**config.mk**
```make
export PLATFORM = sky130hd
export DESIGN_NAME = rxdc_top
export DESIGN_NICKNAME = d
export VERILOG_FILES = /design/src/inc/rxdc_pkg.sv /design/src/inc/rxdc_coal_if.sv /design/src/verilog/rxdc_coalesce.sv /design/src/verilog/rxdc_top.sv
export SDC_FILE = /design/constraint.sdc
export NUM_CORES = 1
export LEC_CHECK = 0
export ABC_AREA = 1
export BUFFER_PORTS_ARGS = -buffer_cell sky130_fd_sc_hd__buf_4
export CAP_MARGIN = 20
export CORE_UTILIZATION = 45
export DETAILED_ROUTE_END_ITERATION = 8
export PLACE_DENSITY = 0.73
export SYNTH_ARGS = -nofsm -noshare
export SYNTH_HDL_FRONTEND = slang
export SYNTH_SLANG_ARGS = --single-unit
export TNS_END_PERCENT = 1
```
**constraint.sdc**
```tcl
create_clock -name clk_sys -period 18.3 [get_ports clk_sys]
set_input_delay 3.66 -clock clk_sys [delete_from_list [all_inputs] [get_ports clk_sys]]
set_output_delay 3.66 -clock clk_sys [all_outputs]
set_load 0.01 [all_outputs]
```
**src/inc/rxdc_pkg.sv**
```systemverilog
// constants and types for the receive dma request, coalescing and poll block
package rxdc_pkg;
    // ==========================================================
    // clock and timing
    localparam int RXDC_CLK_NS        = 20;
    localparam int RXDC_WAIT_STEP_NS  = 64;
    localparam int RXDC_POLL_STEP_NS  = 320;
    localparam int RXDC_POLL_STEP_CYC = RXDC_POLL_STEP_NS / RXDC_CLK_NS;
    localparam logic [8:0] RXDC_POLL_MAX_UNITS = 9'h100;
    // ==========================================================
    // register offsets
    localparam logic [7:0] RXDC_OFS_INTCTRL  = 8'h28;
    localparam logic [7:0] RXDC_OFS_BURST    = 8'h40;
    localparam logic [7:0] RXDC_OFS_POLL     = 8'h44;
    localparam logic [7:0] RXDC_OFS_FLAGS    = 8'h48;
    // ==========================================================
    // field positions and limits
    localparam int RXDC_FRAME_LSB  = 0;
    localparam int RXDC_PRIO_LSB   = 10;
    localparam int RXDC_WAIT_LSB   = 16;
    localparam int RXDC_FLAG_DONE  = 0;
    localparam int RXDC_FLAG_PRIO  = 1;
    localparam int RXDC_BURST_SHIFT = 5;
    localparam logic [7:0] RXDC_BURST_MIN = 8'h08;
    localparam logic [7:0] RXDC_FRAME_MIN = 8'h01;
    localparam logic [31:0] RXDC_INTCTRL_MASK = 32'hffff_1cff;
    // ==========================================================
    // reset values
    localparam logic [31:0] RXDC_INTCTRL_RST = 32'h0000_0000;
    localparam logic [7:0]  RXDC_BURST_RST   = 8'h08;
    localparam logic [7:0]  RXDC_POLL_RST    = 8'h01;
    // ==========================================================
    // descriptor poll states
    typedef enum logic [2:0] {
        RXDC_POLL_IDLE = 3'b001,
        RXDC_POLL_READ = 3'b010,
        RXDC_POLL_WAIT = 3'b100
    } rxdc_poll_e;
endpackage

```
**src/inc/rxdc_coal_if.sv**
```systemverilog
// link between register side and the interrupt coalescer
`timescale 1ns/1ps
`default_nettype none
interface rxdc_coal_if;
    logic        done;
    logic [7:0]  frame_lim;
    logic [15:0] wait_lim;
    logic        fire;
    modport ctrl (output done, output frame_lim, output wait_lim, input fire);
    modport coal (input done, input frame_lim, input wait_lim, output fire);
endinterface
`default_nettype wire

```
**src/verilog/rxdc_coalesce.sv**
```systemverilog
// receive completion coalescer: frame count or wait time, whichever first
`timescale 1ns/1ps
`default_nettype none
module rxdc_coalesce #(
    parameter int WAIT_STEP_NS = rxdc_pkg::RXDC_WAIT_STEP_NS
) (
    input  wire logic  clk_sys,
    input  wire logic  reset,
    rxdc_coal_if.coal  cif
);
    import rxdc_pkg::*;

    logic [7:0]  frames_q;
    logic [21:0] cnt_q;
    logic        pending_q;
    logic [7:0]  frame_eff;
    logic [27:0] wait_prod;
    logic [21:0] wait_cyc;
    logic        frame_hit;
    logic        time_hit;

    // ==========================================================
    // limits
    // zero frame limit means one
    assign frame_eff = (cif.frame_lim == 8'h00) ? RXDC_FRAME_MIN : cif.frame_lim;
    // wait bound in 64 ns steps
    assign wait_prod = 28'(cif.wait_lim) * 28'(WAIT_STEP_NS);
    assign wait_cyc  = 22'(wait_prod / 28'(RXDC_CLK_NS));

    // ==========================================================
    // fire decision
    // first of count or time
    assign frame_hit = cif.done && ({1'b0, frames_q} + 9'h001 >= {1'b0, frame_eff});
    assign time_hit  = (cif.done && cif.wait_lim == 16'h0000)
                    || (pending_q && (cnt_q + 22'h000001 >= wait_cyc));
    // fire on a frame count hit or a wait time hit, not on every completion
    assign cif.fire  = frame_hit || time_hit;

    // ==========================================================
    // counters
    // restart on fire
    always_ff @(posedge clk_sys or posedge reset) begin
        if (reset) begin
            frames_q  <= 8'h00;
            cnt_q     <= 22'h000000;
            pending_q <= 1'b0;
        end else if (cif.fire) begin
            frames_q  <= 8'h00;
            cnt_q     <= 22'h000000;
            pending_q <= 1'b0;
        end else begin
            if (cif.done) begin
                frames_q  <= frames_q + 8'h01;
                pending_q <= 1'b1;
            end
            if (pending_q) begin
                cnt_q <= cnt_q + 22'h000001;
            end
        end
    end
endmodule
`default_nettype wire

```
**src/verilog/rxdc_top.sv**
```systemverilog
// receive dma request level, interrupt coalescing, priority flag and descriptor polling
`timescale 1ns/1ps
`default_nettype none
module rxdc_top #(
    parameter int WAIT_STEP_NS = rxdc_pkg::RXDC_WAIT_STEP_NS
) (
    input  wire logic        clk_sys,
    input  wire logic        reset,
    input  wire logic        reg_wr,
    input  wire logic        reg_rd,
    input  wire logic [7:0]  reg_addr,
    input  wire logic [31:0] reg_wdata,
    output logic      [31:0] reg_rdata_q,
    input  wire logic [13:0] fifo_used_bytes,
    input  wire logic        frag_valid,
    input  wire logic [15:0] fragment_length,
    output logic             rx_dma_req,
    input  wire logic        xfer_done,
    input  wire logic        tag_valid,
    input  wire logic [2:0]  tag_priority,
    output logic             rx_transfer_done_flag,
    output logic             rx_high_priority_flag,
    input  wire logic        desc_fetch,
    output logic             desc_read_req,
    input  wire logic        desc_read_ack,
    input  wire logic [39:0] next_descriptor_link,
    output logic             desc_link_ready_q,
    output logic             polling_active
);
    import rxdc_pkg::*;

    logic [31:0] intctrl_q;
    logic [7:0]  burst_q;
    logic [7:0]  poll_q;
    logic        done_flag_q;
    logic        prio_flag_q;
    rxdc_poll_e  state_q;
    rxdc_poll_e  state_d;
    logic [12:0] poll_cnt_q;
    logic [8:0]  poll_units;
    logic [12:0] poll_cyc;
    logic [7:0]  thresh_eff;
    logic [13:0] thresh_bytes;
    logic        prio_hit;
    logic        flag_clr_done;
    logic        flag_clr_prio;

    rxdc_coal_if cif ();

    // ==========================================================
    // register writes
    always_ff @(posedge clk_sys or posedge reset) begin
        if (reset) begin
            intctrl_q <= RXDC_INTCTRL_RST;
            burst_q   <= RXDC_BURST_RST;
            poll_q    <= RXDC_POLL_RST;
        end else if (reg_wr) begin
            case (reg_addr)
                RXDC_OFS_INTCTRL: intctrl_q <= reg_wdata & RXDC_INTCTRL_MASK;
                RXDC_OFS_BURST:   burst_q   <= reg_wdata[7:0];
                RXDC_OFS_POLL:    poll_q    <= reg_wdata[7:0];
                default:          intctrl_q <= intctrl_q;
            endcase
        end
    end

    // ==========================================================
    // register reads
    always_ff @(posedge clk_sys or posedge reset) begin
        if (reset) begin
            reg_rdata_q <= 32'h0000_0000;
        end else if (reg_rd) begin
            case (reg_addr)
                RXDC_OFS_INTCTRL: reg_rdata_q <= intctrl_q;
                RXDC_OFS_BURST:   reg_rdata_q <= {24'h000000, burst_q};
                RXDC_OFS_POLL:    reg_rdata_q <= {24'h000000, poll_q};
                RXDC_OFS_FLAGS:   reg_rdata_q <= {30'h00000000, prio_flag_q, done_flag_q};
                default:          reg_rdata_q <= 32'h0000_0000;
            endcase
        end
    end

    // ==========================================================
    // bus master request
    // clamp threshold to minimum
    assign thresh_eff   = (burst_q < RXDC_BURST_MIN) ? RXDC_BURST_MIN : burst_q;
    assign thresh_bytes = {1'b0, thresh_eff, 5'h00} << (RXDC_BURST_SHIFT - 5);
    // fill above threshold, fill above fragment
    assign rx_dma_req   = (fifo_used_bytes > thresh_bytes)
                       || (frag_valid && {2'b00, fifo_used_bytes} > fragment_length);

    // ==========================================================
    // coalescer
    assign cif.done      = xfer_done;
    assign cif.frame_lim = intctrl_q[RXDC_FRAME_LSB +: 8];
    assign cif.wait_lim  = intctrl_q[RXDC_WAIT_LSB +: 16];

    rxdc_coalesce #(
        .WAIT_STEP_NS (WAIT_STEP_NS)
    ) u_coalesce (
        .clk_sys (clk_sys),
        .reset   (reset),
        .cif     (cif.coal)
    );

    // ==========================================================
    // interrupt flags, write one to clear, set wins
    assign flag_clr_done = reg_wr && reg_addr == RXDC_OFS_FLAGS && reg_wdata[RXDC_FLAG_DONE];
    assign flag_clr_prio = reg_wr && reg_addr == RXDC_OFS_FLAGS && reg_wdata[RXDC_FLAG_PRIO];
    assign prio_hit = tag_valid && (tag_priority >= intctrl_q[RXDC_PRIO_LSB +: 3]);

    always_ff @(posedge clk_sys or posedge reset) begin
        if (reset) begin
            done_flag_q <= 1'b0;
        end else if (cif.fire) begin
            done_flag_q <= 1'b1;
        end else if (flag_clr_done) begin
            done_flag_q <= 1'b0;
        end
    end

    always_ff @(posedge clk_sys or posedge reset) begin
        if (reset) begin
            prio_flag_q <= 1'b0;
        end else if (prio_hit) begin
            prio_flag_q <= 1'b1;
        end else if (flag_clr_prio) begin
            prio_flag_q <= 1'b0;
        end
    end

    assign rx_transfer_done_flag = done_flag_q;
    assign rx_high_priority_flag = prio_flag_q;

    // ==========================================================
    // descriptor polling
    // zero interval taken as the maximum
    assign poll_units = (poll_q == 8'h00) ? RXDC_POLL_MAX_UNITS : {1'b0, poll_q};
    assign poll_cyc   = 13'({4'h0, poll_units} * 13'(RXDC_POLL_STEP_CYC));

    always_comb begin
        state_d = state_q;
        case (state_q)
            RXDC_POLL_IDLE: begin
                if (desc_fetch) begin
                    state_d = RXDC_POLL_READ;
                end
            end
            RXDC_POLL_READ: begin
                if (desc_read_ack) begin
                    state_d = (next_descriptor_link == 40'h00_0000_0000) ? RXDC_POLL_WAIT
                                                                       : RXDC_POLL_IDLE;
                end
            end
            RXDC_POLL_WAIT: begin
                if (poll_cnt_q + 13'h0001 >= poll_cyc) begin
                    state_d = RXDC_POLL_READ;
                end
            end
            default: state_d = RXDC_POLL_IDLE;
        endcase
    end

    always_ff @(posedge clk_sys or posedge reset) begin
        if (reset) begin
            state_q <= RXDC_POLL_IDLE;
        end else begin
            state_q <= state_d;
        end
    end

    always_ff @(posedge clk_sys or posedge reset) begin
        if (reset) begin
            poll_cnt_q <= 13'h0000;
        end else if (state_q == RXDC_POLL_WAIT && state_d == RXDC_POLL_WAIT) begin
            poll_cnt_q <= poll_cnt_q + 13'h0001;
        end else begin
            poll_cnt_q <= 13'h0000;
        end
    end

    always_ff @(posedge clk_sys or posedge reset) begin
        if (reset) begin
            desc_link_ready_q <= 1'b0;
        end else begin
            desc_link_ready_q <= state_q == RXDC_POLL_READ && desc_read_ack
                              && next_descriptor_link != 40'h00_0000_0000;
        end
    end

    assign desc_read_req  = (state_q == RXDC_POLL_READ);
    assign polling_active = (state_q == RXDC_POLL_WAIT);
endmodule
`default_nettype wire

```
==> flow_metrics.py <==
metrics = {
    "setup_path": {
        "reg2reg_from": "intctrl_q[29]",
        "path_class": "reg2reg",
        "crit_arrival_ns": 11.27,
        "cp_slowest_stage_delay_ns": 0.40,
        "worstPathRequired_ns": 18.61,
        "slowest_stage": "dfrtp_1",
        "crit_path_start_kind": "flip-flop",
        "cp-startpoint": "intctrl_q[29]",
        "crit_path_max_fanout": 13,
        "cp_common_cell": "nand2_2",
        "cp-end-kind": "flip-flop",
    },
    "route": {
        "ant_nets": 0,
        "viasPerCell": 5.10,
        "drt_iter0_markers": 496,
        "vias": 8180,
        "post_drt_wl_per_cell_um": 13.3,
        "wl_um": 21300,
        "first_pass_iters": 5,
        "post-route-drc-count": 0,
    },
    "final_layout": {
        "final_cell_mix": "234 x nand2_1, 194 x inv_1, 152 x buf_4",
        "num_antenna_cells": 0,
        "drive_gt1_frac": 0.222,
        "nFillCells": 1761,
        "stdcell_count": 1605,
        "final_common_cell": "nand2_1",
        "areaGrowthSynthToFinish_pct": 22.1,
        "nets": 1526,
        "fin_area_mm2": 0.0108,
    },
    "yosys": {
        "ys.flop_type": "dfrtp_1",
        "avgSynthCellArea_um2": 7.45,
        "synth_edf_count": 0,
        "synth_cell_types": 50,
        "synthTopCellsByArea": "dfrtp_1 33%, nand2_1 10%, ha_1 9.6%",
        "ys_seq_area_frac": 0.341,
        "synthArstFlopShare": 1.00,
        "ys_warn_count": 0,
        "synth_area_mm2": 0.00883,
        "ys_ff_latch": 120,
        "synth_top_area_share": 0.332,
        "synth_area_leader_cell": "dfrtp_1",
        "synth_cells": 1185,
    },
    "sta": {
        "tightest_slew_ns": 1.00,
        "period_share": 0.599,
        "fin_skew_ns": 0.0101,
        "rsz0062_at_grt": "no",
        "max_freq_mhz": 91.2,
        "setup_viol": 0,
        "fin_crit_ns": 10.96,
        "setup_tns_ns": 0,
        "drv_slew": 0,
        "hold_violations": 0,
        "max_slew_margin": 0.331,
    },
    "clock_network": {
        "clkLatencyLatePin_ns": 0.42,
        "cts_resized": 0,
        "cts_inserted_buffers": 17,
        "cts_hold_buf": 0,
        "cts.sinks": 120,
        "htree_levels": 4,
        "post_cts_buffers": 0,
        "clock_path_buffers": 2,
        "clock-root-buffer": "clkbuf_16",
        "path_clk_slew_ns": 0.05,
        "cts_tree": "done",
    },
    "place": {
        "dp_hpwl_um": 16300,
        "post_dp_cell_area_mm2": 0.0102,
        "finalWeightedCongestion": 0.845,
        "port_buffers": 149,
        "dp.cells": 1577,
    },
    "flow_run": {
        "max_cap_violations": 0,
    },
    "worst_hold_path": {
        "hold_class": "reg2reg",
        "hold_start": "poll_cnt_q[0]",
    },
    "floorplan": {
        "pin_count": 160,
        "dieArea_mm2": 0.0202,
        "core_mm2": 0.0190,
        "initial_core_util": 0.466,
        "die_x_um": 142,
        "die_h_um": 142,
        "rows": 50,
    },
    "run_status": {
        "status": "finished, final reports clean",
    },
    "grt": {
        "grt_pass1_wl_um": 36200,
        "grt_overflow_total": 0,
        "grt_util_all_layers": 0.225,
        "antenna_found_initial": 0,
        "grt_max_degree": 62,
        "grt_pass1_vias": 7949,
    },
}
==> Yosys cell counts, types with 3 or more instances <==
master      n
a21oi_2     3
o221ai_1    4
nor3_1     21
a211oi_1    3
o21ai_1     3
buf_4       5
ha_1       68
inv_2      30
dfrtp_1   117
xor2_1     27
nand3_4     5
nor4_1     20
o21ai_0    55
clkbuf_1   18
o22ai_1    14
nand2_2    41
dfstp_2     3
o21a_1      3
a21o_1      4
nand4_1    21
nand2_4    17
nand3_2    12
nor2_1     77
o31ai_1    19
nand2_1   235
a21oi_1    42
inv_1     195
nand3_1    90
==> cells by family (layout without fill, tap and decap cells) <==
family	count (synthesis)	after routing	synth area share
AND/OR/NAND/NOR	547	547	0.306
AO/OA/AOI/OAI	170	170	0.118
flip-flops	120	120	0.341
other	1	5	0.000425
adder cells (fa/ha/maj)	68	68	0.0964
XOR/XNOR	29	29	0.0288
buffers and inverters	250	406	0.110
==> routing by layer <==
layer  global-route usage  vias to the layer above  share of wire
li1                     -                     4174              -
met1                0.291                     3747           0.46
met2                0.374                      227           0.47
met3               0.0491                       32          0.053
met4               0.0656                        0          0.016
met5                    0                        -              0
==> critical path: cells and delay by family (launching register included) <==
| kind | cells | cell delay [ns] |
|---|---|---|
| adder cells (fa/ha/maj) | 4 | 1.09 |
| AO/OA/AOI/OAI | 11 | 2.07 |
| buffers and inverters | 13 | 1.21 |
| flip-flops | 1 | 0.40 |
| AND/OR/NAND/NOR | 63 | 6.06 |
==> final timing paths <==
check	cells after the start	endpoint	slack (ns)
min	1	poll_cnt_q[0]	0.47
max reg2reg	91	u_coalesce.cnt_q[15]	7.34
max in group asynchronous	3	reg_rdata_q[28]	13.65
min in group asynchronous	2	reg_rdata_q[10]	3.39
min reg2reg	1	poll_cnt_q[0]	0.47
max	91	u_coalesce.cnt_q[15]	7.34
==> stage by stage <==
| stage | setup slack, ns | hold WS, ns | utilization |
|---|---|---|---|
| floorplan | 9.31 | 0.432 | - |
| global placement | 7.68 | 0.454 | 0.538 |
| detailed placement | 7.52 | 0.461 | 0.538 |
| CTS | 7.39 | 0.474 | 0.569 |
| global route | 6.11 | 0.497 | 0.569 |
| finish | 7.34 | 0.470 | 0.569 |
==> area by class of cell <==
class,count,area (µm²),area share
clock buffers,25,505,0.0469
clock inverters,3,65.1,0.00604
flip-flops and latches,120,3010,0.279
multi-input cells,819,4870,0.452
repair buffers,152,1140,0.106
inverters,226,865,0.0802
well taps,260,325,0.0302
==> registers in the layout (all words and copies together) (netlist names) <==
register               flops
intctrl_q                 27
u_coalesce.frames_q        8
rx_high_priority_flag      1
rx_transfer_done_flag      1
state_q                    3
poll_q                     8
u_coalesce.pending_q       1
burst_q                    8
poll_cnt_q                13
desc_link_ready_q          1
reg_rdata_q               27
u_coalesce.cnt_q          22
Power is left out: the tool's default activity adds up to more than one toggle a clock period on the data nets, which glitch-free logic cannot reach.
